## src/hdl/tbid_regs.svh

```systemverilog
// Summary of operation
// - Instruction words are twelve bits wide.
// - Each word falls in exactly one category.
// - Destination bit zero selects working register.
// - File address spans files 0 to 31 of the register file range.
// - Bit field picks one of eight bits.
// - Literal operand is eight or nine bits.
// - Taken test or jump costs two cycles.
// - Instruction cycle equals four oscillator periods.
// - Byte format: opcode, destination, file address.
// - Bit format: bit select and file address.
// - Literal format: opcode high, eight-bit literal.
// - Jump format: three-bit opcode, nine-bit target.
`ifndef TBID_REGS_SVH
`define TBID_REGS_SVH
`define TBID_IW_MSB 11
`define TBID_DEST_BIT 5
`define TBID_FILE_MSB 4
`define TBID_BIT_MSB 7
`define TBID_BIT_LSB 5
`define TBID_LIT8_MSB 7
`define TBID_LIT9_MSB 8
`define TBID_Q_PER_CYCLE 4
`define TBID_FILE_MIN 7'h00
`define TBID_FILE_MAX 7'h7F
`define TBID_PCL_ADDR 5'h02
`endif
```

## src/hdl/tbid_pkg.sv

```systemverilog
package tbid_pkg;
    typedef enum logic [1:0] {
        TBID_CAT_BYTE = 2'h0,
        TBID_CAT_BIT = 2'h1,
        TBID_CAT_LIT = 2'h3
    } tbid_cat_t;
    typedef enum logic [1:0] {
        TBID_Q1 = 2'h0,
        TBID_Q2 = 2'h1,
        TBID_Q3 = 2'h3,
        TBID_Q4 = 2'h2
    } tbid_q_t;
    typedef enum logic [4:0] {
        TBID_OP_NOP, TBID_OP_MISC, TBID_OP_MOVWF, TBID_OP_CLR, TBID_OP_SUBWF,
        TBID_OP_DECF, TBID_OP_IORWF, TBID_OP_ANDWF, TBID_OP_XORWF, TBID_OP_ADDWF,
        TBID_OP_MOVF, TBID_OP_COMF, TBID_OP_INCF, TBID_OP_DECFSZ, TBID_OP_RRF,
        TBID_OP_RLF, TBID_OP_SWAPF, TBID_OP_INCFSZ, TBID_OP_BCF, TBID_OP_BSF,
        TBID_OP_BTFSC, TBID_OP_BTFSS, TBID_OP_RETLW, TBID_OP_CALL, TBID_OP_GOTO,
        TBID_OP_MOVLW, TBID_OP_IORLW, TBID_OP_ANDLW, TBID_OP_XORLW
    } tbid_op_t;
endpackage

```

## src/hdl/tbid_decoder.sv

```systemverilog
`timescale 1ns/1ps
`include "tbid_regs.svh"
module tbid_decoder
    import tbid_pkg::*;
(
    input wire logic mclk,
    input wire logic reset,
    input wire logic [11:0] instr_word,
    input wire logic cond_true,
    output logic fetch,
    output logic issue,
    output logic [1:0] cat,
    output logic [4:0] op,
    output logic dest_file,
    output logic [6:0] file_addr,
    output logic [2:0] bit_sel,
    output logic [7:0] bit_mask,
    output logic [8:0] literal,
    output logic lit_is_9bit,
    output logic pc_change,
    output logic two_cycle,
    output logic flush
);
    // ***************************************************************
    // State
    // ***************************************************************
    typedef struct packed {
        tbid_q_t q;
        logic second;
        tbid_cat_t cat;
        tbid_op_t op;
        logic dest;
        logic [6:0] faddr;
        logic [2:0] bsel;
        logic [7:0] mask;
        logic [8:0] lit;
        logic lit9;
        logic pcc;
        logic two;
    } tbid_st_t;

    tbid_st_t st_r;
    tbid_st_t st_nxt;
    tbid_cat_t dec_cat;
    tbid_op_t dec_op;

    // ***************************************************************
    // Decode helpers
    // ***************************************************************
    function automatic logic [7:0] bit_onehot(input logic [2:0] b);
        bit_onehot = 8'h01 << b;
    endfunction

    // Byte and bit formats share the low file field; banking lives outside this block.
    function automatic logic [6:0] file_field(input logic [11:0] w);
        file_field = {2'h0, w[`TBID_FILE_MSB:0]};
    endfunction

    // Any byte op that stores to file 2 rewrites the low program counter byte.
    function automatic logic is_pc_write(input tbid_cat_t c, input logic [11:0] w);
        is_pc_write = (c == TBID_CAT_BYTE) && w[`TBID_DEST_BIT] &&
                      (w[`TBID_FILE_MSB:0] == `TBID_PCL_ADDR);
    endfunction

    function automatic logic is_skip(input tbid_op_t o);
        is_skip = (o == TBID_OP_DECFSZ) || (o == TBID_OP_INCFSZ) ||
                  (o == TBID_OP_BTFSC) || (o == TBID_OP_BTFSS);
    endfunction

    tbid_opdec u_opdec (
        .iw(instr_word),
        .cat(dec_cat),
        .op(dec_op)
    );

    // ***************************************************************
    // Quarter sequencer and field capture
    // ***************************************************************
    // The word is latched at the end of Q4 so fields hold for a whole cycle.
    always_comb begin
        st_nxt = st_r;
        unique case (st_r.q)
            TBID_Q1: st_nxt.q = TBID_Q2;
            TBID_Q2: st_nxt.q = TBID_Q3;
            TBID_Q3: st_nxt.q = TBID_Q4;
            TBID_Q4: st_nxt.q = TBID_Q1;
        endcase
        if (st_r.q == TBID_Q4) begin
            if (st_r.two && !st_r.second) begin
                // The fetch waits one whole dummy cycle, so the bus word is not taken here.
                st_nxt.second = 1'b1;
            end else begin
                st_nxt.second = 1'b0;
                st_nxt.cat = dec_cat;
                st_nxt.op = dec_op;
                // Field extraction ignores bits outside each format.
                st_nxt.dest = 1'b0;
                st_nxt.faddr = `TBID_FILE_MIN;
                st_nxt.bsel = 3'h0;
                st_nxt.mask = 8'h00;
                st_nxt.lit = 9'h000;
                st_nxt.lit9 = 1'b0;
                unique case (dec_cat)
                    TBID_CAT_BYTE: begin
                        st_nxt.dest = instr_word[`TBID_DEST_BIT];
                        st_nxt.faddr = file_field(instr_word);
                    end
                    TBID_CAT_BIT: begin
                        st_nxt.bsel = instr_word[`TBID_BIT_MSB:`TBID_BIT_LSB];
                        st_nxt.mask = bit_onehot(st_nxt.bsel);
                        st_nxt.faddr = file_field(instr_word);
                    end
                    TBID_CAT_LIT: begin
                        if (dec_op == TBID_OP_GOTO) begin
                            st_nxt.lit = instr_word[`TBID_LIT9_MSB:0];
                            st_nxt.lit9 = 1'b1;
                        end else begin
                            st_nxt.lit = {1'b0, instr_word[`TBID_LIT8_MSB:0]};
                        end
                    end
                    default: st_nxt.cat = TBID_CAT_LIT;
                endcase
                st_nxt.pcc = (dec_op == TBID_OP_GOTO) || (dec_op == TBID_OP_CALL) ||
                             (dec_op == TBID_OP_RETLW) || is_pc_write(dec_cat, instr_word);
                st_nxt.two = 1'b0;
            end
        end
        // Taken skip or program counter change is known during Q2.
        if (st_r.q == TBID_Q2 && !st_r.second) begin
            st_nxt.two = st_r.pcc || (is_skip(st_r.op) && cond_true);
        end
    end

    always_ff @(posedge mclk or posedge reset) begin
        if (reset) begin
            st_r <= '{
                q: TBID_Q1,
                second: 1'b0,
                cat: TBID_CAT_BYTE,
                op: TBID_OP_NOP,
                dest: 1'b0,
                faddr: 7'h00,
                bsel: 3'h0,
                mask: 8'h00,
                lit: 9'h000,
                lit9: 1'b0,
                pcc: 1'b0,
                two: 1'b0
            };
        end else begin
            st_r <= st_nxt;
        end
    end

    // ***************************************************************
    // Outputs
    // ***************************************************************
    assign fetch = (st_r.q == TBID_Q4) && (st_r.second || !st_r.two);
    assign issue = (st_r.q == TBID_Q1) && !st_r.second;
    assign cat = st_r.cat;
    assign op = st_r.op;
    assign dest_file = st_r.dest;
    assign file_addr = st_r.faddr;
    assign bit_sel = st_r.bsel;
    assign bit_mask = st_r.mask;
    assign literal = st_r.lit;
    assign lit_is_9bit = st_r.lit9;
    assign pc_change = st_r.pcc;
    assign two_cycle = st_r.two;
    assign flush = st_r.second;
endmodule

```

## src/hdl/tbid_opdec.sv

```systemverilog
`timescale 1ns/1ps
`include "tbid_regs.svh"
module tbid_opdec
    import tbid_pkg::*;
(
    input wire logic [11:0] iw,
    output tbid_cat_t cat,
    output tbid_op_t op
);
    // Opcode bits are examined here, plus destination bit 5, which splits MOVWF from MISC.
    always_comb begin
        cat = TBID_CAT_LIT;
        op = TBID_OP_NOP;
        if (iw[11:10] == 2'h0) begin
            cat = TBID_CAT_BYTE;
            unique case (iw[9:6])
                4'h0: op = iw[5] ? TBID_OP_MOVWF : TBID_OP_MISC;
                4'h1: op = TBID_OP_CLR;
                4'h2: op = TBID_OP_SUBWF;
                4'h3: op = TBID_OP_DECF;
                4'h4: op = TBID_OP_IORWF;
                4'h5: op = TBID_OP_ANDWF;
                4'h6: op = TBID_OP_XORWF;
                4'h7: op = TBID_OP_ADDWF;
                4'h8: op = TBID_OP_MOVF;
                4'h9: op = TBID_OP_COMF;
                4'hA: op = TBID_OP_INCF;
                4'hB: op = TBID_OP_DECFSZ;
                4'hC: op = TBID_OP_RRF;
                4'hD: op = TBID_OP_RLF;
                4'hE: op = TBID_OP_SWAPF;
                4'hF: op = TBID_OP_INCFSZ;
            endcase
        end else if (iw[11:10] == 2'h1) begin
            cat = TBID_CAT_BIT;
            unique case (iw[9:8])
                2'h0: op = TBID_OP_BCF;
                2'h1: op = TBID_OP_BSF;
                2'h2: op = TBID_OP_BTFSC;
                2'h3: op = TBID_OP_BTFSS;
            endcase
        end else begin
            unique case (iw[11:8])
                4'h8: op = TBID_OP_RETLW;
                4'h9: op = TBID_OP_CALL;
                4'hA, 4'hB: op = TBID_OP_GOTO;
                4'hC: op = TBID_OP_MOVLW;
                4'hD: op = TBID_OP_IORLW;
                4'hE: op = TBID_OP_ANDLW;
                default: op = TBID_OP_XORLW;
            endcase
        end
    end
endmodule

```

## config.mk

```make
export PLATFORM = sky130hd
export DESIGN_NAME = tbid_decoder
export DESIGN_NICKNAME = d
export VERILOG_FILES = /design/src/hdl/tbid_pkg.sv /design/src/hdl/tbid_decoder.sv /design/src/hdl/tbid_opdec.sv
export VERILOG_INCLUDE_DIRS = /design/src /design/src/hdl
export SDC_FILE = /design/constraint.sdc
export NUM_CORES = 1
export LEC_CHECK = 0
export BUFFER_PORTS_ARGS = -buffer_cell sky130_fd_sc_hd__buf_2
export CAP_MARGIN = 30
export CORE_MARGIN = 2
export CORE_UTILIZATION = 40
export DETAILED_ROUTE_END_ITERATION = 7
export HOLD_SLACK_MARGIN = 0.05
export PLACE_DENSITY = 0.63
export SKIP_CTS_REPAIR_TIMING = 1
export SLEW_MARGIN = 10
export SYNTH_ARGS = -nofsm -noshare
export SYNTH_HDL_FRONTEND = slang
export SYNTH_SLANG_ARGS = --single-unit
```

## constraint.sdc

```tcl
create_clock -name mclk -period 1.8 [get_ports mclk]
set_clock_uncertainty 0.1 [all_clocks]
set_input_delay 0.27 -clock mclk [delete_from_list [all_inputs] [get_ports mclk]]
set_output_delay 0.27 -clock mclk [all_outputs]
set_load 0.03 [all_outputs]
```

==> reports/results.tsv, run 1 <==
stage	metric	value	unit
floorplan	core	4820	µm²
yosys	avgSynthCellArea	9.12	µm²
global_route	grt_antenna_before_repair	0	
clock_network	cts.sinks	39	
critical_path	worst-setup-path-type	reg -> out	
yosys	synth_edf_count	0	
power_and_ir_drop	p_leak	1.15	nW
critical_path	critPathMaxFanout	7	
final_layout	nets	257	
critical_path	critPathMaxStageDelay	0.42	ns
placement	dp_cells	301	
hold_path	holdPathStages	3	
final_layout	layout_commonest_cell	buf_2	
status	status	finished clean	
timing	final.period_utilization	0.954	
placement	gp_congestion	0.767	
critical_path	cp.arrival	1.35	ns
clock_network	cts_buffer_depth	2	
global_route	first_global_vias	1346	
drt	drtIter0Drc	74	
yosys	ys_ff_latch	39	
drt	drt_wl_total	4160	µm
timing	rsz0062_at_grt	no	
timing	fin_crit	1.72	ns
global_route	grt_overflow	0	
floorplan	initial_core_util	0.421	
power_and_ir_drop	p_clk_frac	0.245	
critical_path	slowest_stage	dfrtp_1	
critical_path	r2r-end	literal[8]	
drt	remaining_drc_errors	0	
clock_network	cts_made_buffers	5	
final_layout	final_cell_mix	buf_2 (52), nand2_1 (50), dfrtp_1 (39)	
global_route	grt_max_degree	40	
clock_network	clkLatencyLatePin	0.29	ns
clock_network	cts.htree.levels	2	
hold_path	holdCritStartpoint	instr_word[2]	
floorplan	die_area	5650	µm²
critical_path	endpoint_kind	primary output	
global_route	grt_pass1_wl	6470	µm
power_and_ir_drop	sw_frac_of_total	0.391	
yosys	synthCells	222	
drt	wl_per_cell	13.4	µm
drt	drtAntennaViolNets	0	
timing	hold_violations	0	
power_and_ir_drop	power_frac_comb	0.354	
final_layout	num_antenna_cells	0	
critical_path	worstPathCellList	nand2b_1 -> nand2b_4 -> inv_4 -> buf_4	
final_layout	fin_cells	310	
placement	portBuffers	53	
critical_path	crit_required	1.43	ns
global_route	grt_use_total	0.153	
timing	finalSetupViolCount	0	
clock_network	tritoncts	built	
power_and_ir_drop	total_power	3.08	mW
floorplan	die_y	75.2	µm
drt	avgViaCountPerCell	4.92	
hold_path	worstHoldPathType	in -> reg	
power_and_ir_drop	seqPwrFrac	0.401	
power_and_ir_drop	p_int	1.88	mW
yosys	yosysWarnings	0	
floorplan	pin_count	56	
drt	first_pass_iters	4	
final_layout	drive_gt1_frac	0.296	
power_and_ir_drop	p_sw	1.21	mW
timing	whs	0.134	ns
final_layout	area_delta_synth_final	10.7	%
timing	fmax	0.582	GHz
yosys	syn-cell-area	2030	µm²
yosys	async_flop_share	1.00	
timing	drv_slew	0	
drt	vias	1526	
placement	hpwl	2930	µm
yosys	yosysSeqAreaShare	0.482	
critical_path	worst-r2r-setup-slack	0.21	ns
clock_network	clk_pin_slew	0.08	ns
yosys	synth_cell_types	45	
floorplan	num_rows	25	
clock_network	ctsRootBufferMaster	clkbuf_8	
yosys	yosys_most_used_dff	dfrtp_1	
hold_path	min_to	file_addr[2]	
power_and_ir_drop	powerDensity	1380	nW/µm²
power_and_ir_drop	ir_worst_vdd	0.000457	V
floorplan	die_w	75.2	µm
critical_path	reg2regPathDepth	4	
critical_path	cp-start-kind	flop	
critical_path	r2r_start	st_r[39]	
flow_run	drv_cap	0	
power by group through the flow:
| stage | combinational (mW) | sequential (mW) | clock (mW) |
|---|---|---|---|
| after CTS | 1.10 | 1.24 | 0.778 |
| final | 1.09 | 1.24 | 0.757 |
| after detailed placement | 1.10 | 1.26 | 0 |
| after floorplan | 0.963 | 1.31 | 0 |
| after global placement | 1.08 | 1.26 | 0 |
| after global routing | 1.19 | 1.27 | 0.815 |
flip-flops by register name, summed over array words and instances, names as in the netlist:
name	cells
flush	1
bit_mask	8
st_r	2
file_addr	5
op	5
dest_file	1
literal	9
lit_is_9bit	1
two_cycle	1
pc_change	1
cat	2
bit_sel	3
per-layer routing:
layer | global-route usage | vias up | routed length, µm
li1 | - | 753 | -
met1 | 0.219 | 722 | 1980
met2 | 0.221 | 44 | 1860
met3 | 0.0442 | 7 | 262
met4 | 0.0585 | 0 | 57
met5 | 0 | - | 0
how the worst max path moves through the flow:
stage                             start    endpoint  slack, ns  cells past startpoint
after floorplan                   flush  literal[8]       0.13                      6
after global placement    instr_word[5]   pc_change       0.16                      5
after detailed placement  instr_word[5]   pc_change        0.1                      5
after CTS                      st_r[39]       fetch      -0.06                      4
after global routing           st_r[39]       fetch      0.008                      4
final                          st_r[39]       fetch       0.08                      4
area by class of cell:
cell class / instances / area, µm²
fillers: 511 / 2570
inverters: 10 / 42.5
well taps: 67 / 83.8
multi-input cells: 126 / 699
clock buffers: 6 / 82.6
flip-flops and latches: 39 / 976
clock inverters: 2 / 35.0
repair buffers: 60 / 323
per-stage QoR:
step                      cell area, µm²  TNS (ns)  utilization  worst slack, ns
after floorplan                     2030         0            -            0.134
after global placement              2100         0        0.437            0.161
after detailed placement            2100         0        0.437           0.0963
after CTS                           2220   -0.0579        0.461          -0.0579
after global routing                2240         0        0.465          0.00768
final                               2240         0        0.465           0.0832
critical path, delay by kind of cell, from the launching register on:
family	cells	cell delay [ns]
and+or+nand+nor	2	0.38
DFF	1	0.42
buffers and inverters	2	0.24
synth_stat cells, types with 2 or more instances:
master	n	area (µm²)
inv_1	7	26.3
clkbuf_1	5	18.8
nor2_1	5	18.8
nand2b_1	3	18.8
o21ai_0	15	75.1
buf_4	34	255
buf_1	3	11.3
a311oi_1	2	17.5
a21oi_1	4	20.0
o31ai_1	6	45.0
o21ai_1	10	50.1
nor4bb_1	2	20.0
nand2_1	50	188
buf_2	5	25.0
a32o_1	3	30.0
dfrtp_1	39	976
logic make-up after synthesis:
group	after synthesis	share of synthesized area
flip-flops	39	0.482
AO/OA/AOI/OAI	54	0.181
other	1	0.00185
multiplexers	1	0.00494
XOR/XNOR	1	0.00432
AND/OR/NAND/NOR	68	0.148
buffers and inverters	58	0.179
(Power assumes the default switching activity.)
==> run 2: changes to the inputs <==
==> constraint.sdc (replaced) <==
create_clock -name mclk -period 2.09 [get_ports mclk]
set_clock_uncertainty 0.1 [all_clocks]
set_input_delay 0.418 -clock mclk [delete_from_list [all_inputs] [get_ports mclk]]
set_output_delay 0.418 -clock mclk [all_outputs]
set_load 0.03 [all_outputs]
==> reports/results.tsv, run 2 (synthesis gave the netlist of run 1 again) <==
stage	metric	value	unit	change
floorplan	die_w	75.2	µm	unchanged
drt	vias	1498		-1.8%
hold_path	worstHoldPathType	in -> async		
placement	gp_congestion	0.769		+0.27%
power_and_ir_drop	p_leak	1.13	nW	-1.5%
timing	fmax	0.512	GHz	
drt	drtAntennaViolNets	0		unchanged
critical_path	r2r_start	st_r[39]		
final_layout	area_delta_synth_final	10.5	%	
drt	drtIter0Drc	144		+95%
clock_network	cts.htree.levels	2		unchanged
clock_network	cts_buffer_depth	2		unchanged
floorplan	num_rows	25		unchanged
final_layout	drive_gt1_frac	0.295		-0.00169
critical_path	endpoint_kind	primary output		
critical_path	crit_required	1.57	ns	+0.14 ns
clock_network	tritoncts	built		
final_layout	nets	255		-0.78%
final_layout	largest_reg_flops	9		unchanged
clock_network	clkLatencyLatePin	0.29	ns	about the same
global_route	first_global_vias	1313		-2.5%
timing	fin_crit	1.95	ns	
power_and_ir_drop	total_power	2.73	mW	-11%
global_route	grt_overflow	0		unchanged
critical_path	critPathMaxFanout	7		unchanged
timing	hold_violations	0		unchanged
timing	final.period_utilization	0.935		
drt	first_pass_iters	4		unchanged
final_layout	final_cell_mix	buf_2 (52), nand2_1 (50), dfrtp_1 (39)		
final_layout	layout_commonest_cell	buf_2		
drt	remaining_drc_errors	0		unchanged
placement	portBuffers	53		unchanged
clock_network	ctsRootBufferMaster	clkbuf_8		
timing	rsz0062_at_grt	no		
placement	hpwl	2890	µm	-1.2%
clock_network	cts.sinks	39		unchanged
drt	wl_per_cell	13.2	µm	-1.6%
timing	drv_slew	0		unchanged
status	status	finished clean		
floorplan	initial_core_util	0.421		unchanged
global_route	grt_antenna_before_repair	0		unchanged
floorplan	die_area	5650	µm²	unchanged
floorplan	core	4820	µm²	unchanged
floorplan	pin_count	56		unchanged
critical_path	cp-start-kind	flop		
final_layout	num_antenna_cells	0		unchanged
floorplan	die_y	75.2	µm	unchanged
critical_path	worst-setup-path-type	reg -> out		
global_route	grt_max_degree	40		unchanged
clock_network	clk_pin_slew	0.09	ns	about the same
critical_path	crit_start	st_r[39]		
power_and_ir_drop	ir_worst_vdd	0.000478	V	+4.7%
global_route	grt_pass1_wl	6530	µm	+0.96%
drt	avgViaCountPerCell	4.86		-1.2%
flow_run	drv_cap	0		unchanged
drt	drt_wl_total	4060	µm	-2.2%
timing	finalSetupViolCount	0		unchanged
global_route	grt_use_total	0.154		+0.000452
critical_path	cp.arrival	1.44	ns	+0.09 ns
power_and_ir_drop	powerDensity	1220	nW/µm²	-11%
timing	fin_setup_tns	0	ns	unchanged
clock_network	cts_made_buffers	5		unchanged
-- run 2: worst max-delay path, cell delays in order (launching register included) --
cell      delay, ns
dfrtp_1        0.42
nand2b_1       0.20
nand2b_2       0.24
inv_4          0.10
clkbuf_4       0.19
-- run 2: routing by layer --
metal | share of wire | vias up | global-route usage | wire length, µm
li1 | - | 753 | - | -
met1 | 0.49 | 700 | 0.223 | 1980
met2 | 0.44 | 41 | 0.222 | 1790
met3 | 0.060 | 4 | 0.0428 | 244
met4 | 0.011 | 0 | 0.0526 | 46
met5 | 0 | - | 0 | 0
-- run 2: where the power goes --
group | total, mW | internal, mW | switching [mW]
clock network | 0.745 | 0.476 | 0.269
logic | 0.908 | 0.273 | 0.635
registers | 1.08 | 0.946 | 0.133
-- run 2: metrics by stage --
stage	std cells	hold slack, ns	utilization	setup WS [ns]	area (µm²)
2_1_floorplan	223	0.344	-	0.314	2030
3_3_place_gp	300	0.333	0.435	0.296	2100
3_5_place_dp	300	0.331	0.435	0.261	2100
4_1_cts	308	0.145	0.464	0.0898	2230
5_1_grt	308	0.180	0.465	0.0175	2240
6_report	308	0.130	0.465	0.136	2240
-- run 2: worst paths after layout --
kind / end / slack, ns / cells after the start
setup / recovery: fetch / 0.14 / 4
hold / removal: literal[8] / 0.13 / 3
setup reg to reg: literal[8] / 0.45 / 4
hold reg to reg: st_r[40] / 0.35 / 0
max in group asynchronous: literal[7] / 1.42 / 3
min in group mclk: file_addr[3] / 0.28 / 3
-- run 2: final cells by class --
class / instances / area, µm²
clock buffer: 5 / 68.8
clock inverter: 3 / 67.6
fill: 498 / 2580
inverter: 10 / 42.5
multi-input combinational: 126 / 694
sequential: 39 / 976
tap: 67 / 83.8
timing repair buffer: 58 / 305
==> run 3: changes to the inputs <==
--- a/config.mk
+++ b/config.mk
@@ -8,11 +8,13 @@
 export LEC_CHECK = 0
 export BUFFER_PORTS_ARGS = -buffer_cell sky130_fd_sc_hd__buf_2
 export CAP_MARGIN = 30
+export CELL_PAD_IN_SITES_DETAIL_PLACEMENT = 0
+export CELL_PAD_IN_SITES_GLOBAL_PLACEMENT = 1
 export CORE_MARGIN = 2
 export CORE_UTILIZATION = 40
 export DETAILED_ROUTE_END_ITERATION = 7
 export HOLD_SLACK_MARGIN = 0.05
-export PLACE_DENSITY = 0.63
+export PLACE_DENSITY = 0.81
 export SKIP_CTS_REPAIR_TIMING = 1
 export SLEW_MARGIN = 10
 export SYNTH_ARGS = -nofsm -noshare
==> reports/results.tsv, run 3 (synthesis gave the netlist of run 1 again) <==
stage	metric	value	unit	change
critical_path	r2r_start	st_r[39]		
drt	first_pass_iters	4		unchanged
drt	wl_per_cell	13.4	µm	+1.4%
clock_network	cts.htree.levels	2		unchanged
clock_network	cts.sinks	39		unchanged
timing	hold_violations	0		unchanged
timing	fin_crit	1.97	ns	+0.0161 ns
flow_run	drv_cap	0		unchanged
placement	place_area	2100	µm²	unchanged
floorplan	die_area	5650	µm²	unchanged
critical_path	crit_required	1.57	ns	about the same
timing	drv_slew	0		unchanged
final_layout	postLayoutCoreUtil	0.461		-0.00390
final_layout	final_area	2220	µm²	-0.84%
global_route	grt_overflow	0		unchanged
clock_network	ctsRootBufferMaster	clkbuf_8		
critical_path	cp.arrival	1.45	ns	about the same
power_and_ir_drop	p_clk_frac	0.250		-0.023
final_layout	drive_gt1_frac	0.295		unchanged
global_route	grt_max_degree	43		+7.5%
critical_path	critPathMaxFanout	7		unchanged
drt	drtIter0Drc	122		-15%
final_layout	layout_commonest_cell	buf_2		
clock_network	clk_pin_slew	0.08	ns	about the same
timing	finalSetupViolCount	0		unchanged
drt	vias	1501		+0.20%
drt	remaining_drc_errors	0		unchanged
power_and_ir_drop	p_int	1.60	mW	-5.3%
floorplan	initial_core_util	0.421		unchanged
placement	hpwl	2900	µm	+0.13%
global_route	grt_use_total	0.166		+0.0124
floorplan	die_w	75.2	µm	unchanged
hold_path	worstHoldPathType	in -> async		
clock_network	cts_buffer_depth	2		unchanged
final_layout	largest_reg_flops	9		unchanged
critical_path	cp-start-kind	flop		
timing	fin_setup_tns	0	ns	unchanged
global_route	first_global_vias	1440		+9.7%
global_route	grt_antenna_before_repair	0		unchanged
floorplan	pin_count	56		unchanged
critical_path	reg2regPathDepth	4		unchanged
power_and_ir_drop	power_frac_comb	0.342		+0.010
power_and_ir_drop	ir_worst_vdd	0.000350	V	-27%
power_and_ir_drop	seqPwrFrac	0.408		+0.013
power_and_ir_drop	sw_frac_of_total	0.393		+0.0134
status	status	finished clean		
drt	drtAntennaViolNets	0		unchanged
final_layout	num_antenna_cells	0		unchanged
critical_path	worst-setup-path-type	reg -> out		
timing	rsz0062_at_grt	no		
critical_path	worst-r2r-setup-slack	0.49	ns	+0.04 ns
global_route	grt_pass1_wl	7000	µm	+7.1%
floorplan	core	4820	µm²	unchanged
floorplan	num_rows	25		unchanged
clock_network	clkLatencyLatePin	0.30	ns	about the same
final_layout	nets	255		unchanged
power_and_ir_drop	p_sw	1.04	mW	+0.18%
critical_path	endpoint_kind	primary output		
timing	setup_slack	0.119	ns	-0.0161 ns
placement	place_ws	0.280	ns	+0.0190 ns
floorplan	die_y	75.2	µm	unchanged
drt	drt_wl_total	4120	µm	+1.4%
clock_network	cts_made_buffers	5		unchanged
final_layout	final_cell_mix	buf_2 (52), nand2_1 (50), dfrtp_1 (39)		
placement	gp_congestion	0.777		+1.0%
critical_path	worstSetupEndpoint	fetch		
power_and_ir_drop	powerDensity	1190	nW/µm²	-2.4%
timing	final.period_utilization	0.943		+0.00769
critical_path	r2r-end	pc_change		
placement	portBuffers	53		unchanged
drt	avgViaCountPerCell	4.87		+0.20%
clock_network	tritoncts	built		
final_layout	area_delta_synth_final	9.57	%	
timing	fmax	0.507	GHz	-0.82%
critical_path	crit_start	st_r[39]		
power_and_ir_drop	p_leak	1.13	nW	-0.28%
==> run 3: worst min path at each step <==
stage | slack, ns | end | depth (start not counted)
detailed placement | 0.34 | st_r[40] | 0
CTS | 0.14 | lit_is_9bit | 3
floorplan | 0.34 | literal[8] | 2
global route | 0.20 | op[0] | 3
global placement | 0.33 | st_r[40] | 0
finish | 0.13 | literal[0] | 3
==> run 3: metrics by stage <==
stage	hold WS [ns]	instances	total power, mW
detailed placement	0.342	300	2.01
global route	0.202	308	2.81
global placement	0.332	300	2.00
floorplan	0.344	223	1.96
CTS	0.140	308	2.68
finish	0.127	308	2.64
==> run 3: critical path, stage by stage (launching register included) <==
cell      delay [ns]
dfrtp_1         0.42
nand2b_1        0.19
nand2b_2        0.25
inv_4           0.11
clkbuf_4        0.19
==> run 3: final cells by class <==
cell class,count,area [µm²]
fill,497,2600
sequential,39,976
multi-input combinational,126,694
timing repair buffer,58,305
tap,67,83.8
clock buffer,6,82.6
inverter,10,42.5
clock inverter,2,35.0
==> run 3: power groups by stage <==
stage	Sequential, mW	Clock [mW]	Combinational (mW)
3_5_place_dp	1.10	0	0.915
6_report	1.08	0.661	0.903
3_3_place_gp	1.09	0	0.910
4_1_cts	1.08	0.674	0.917
2_1_floorplan	1.13	0	0.829
5_1_grt	1.11	0.702	0.994
==> run 3: metal layers <==
layer  part of all wire  vias to the layer above  GRT usage
met5                  0                        -          0
met4              0.019                        0     0.0721
met3              0.056                        7     0.0428
li1                   -                      754          -
met2               0.44                       37      0.255
met1               0.48                      703      0.223
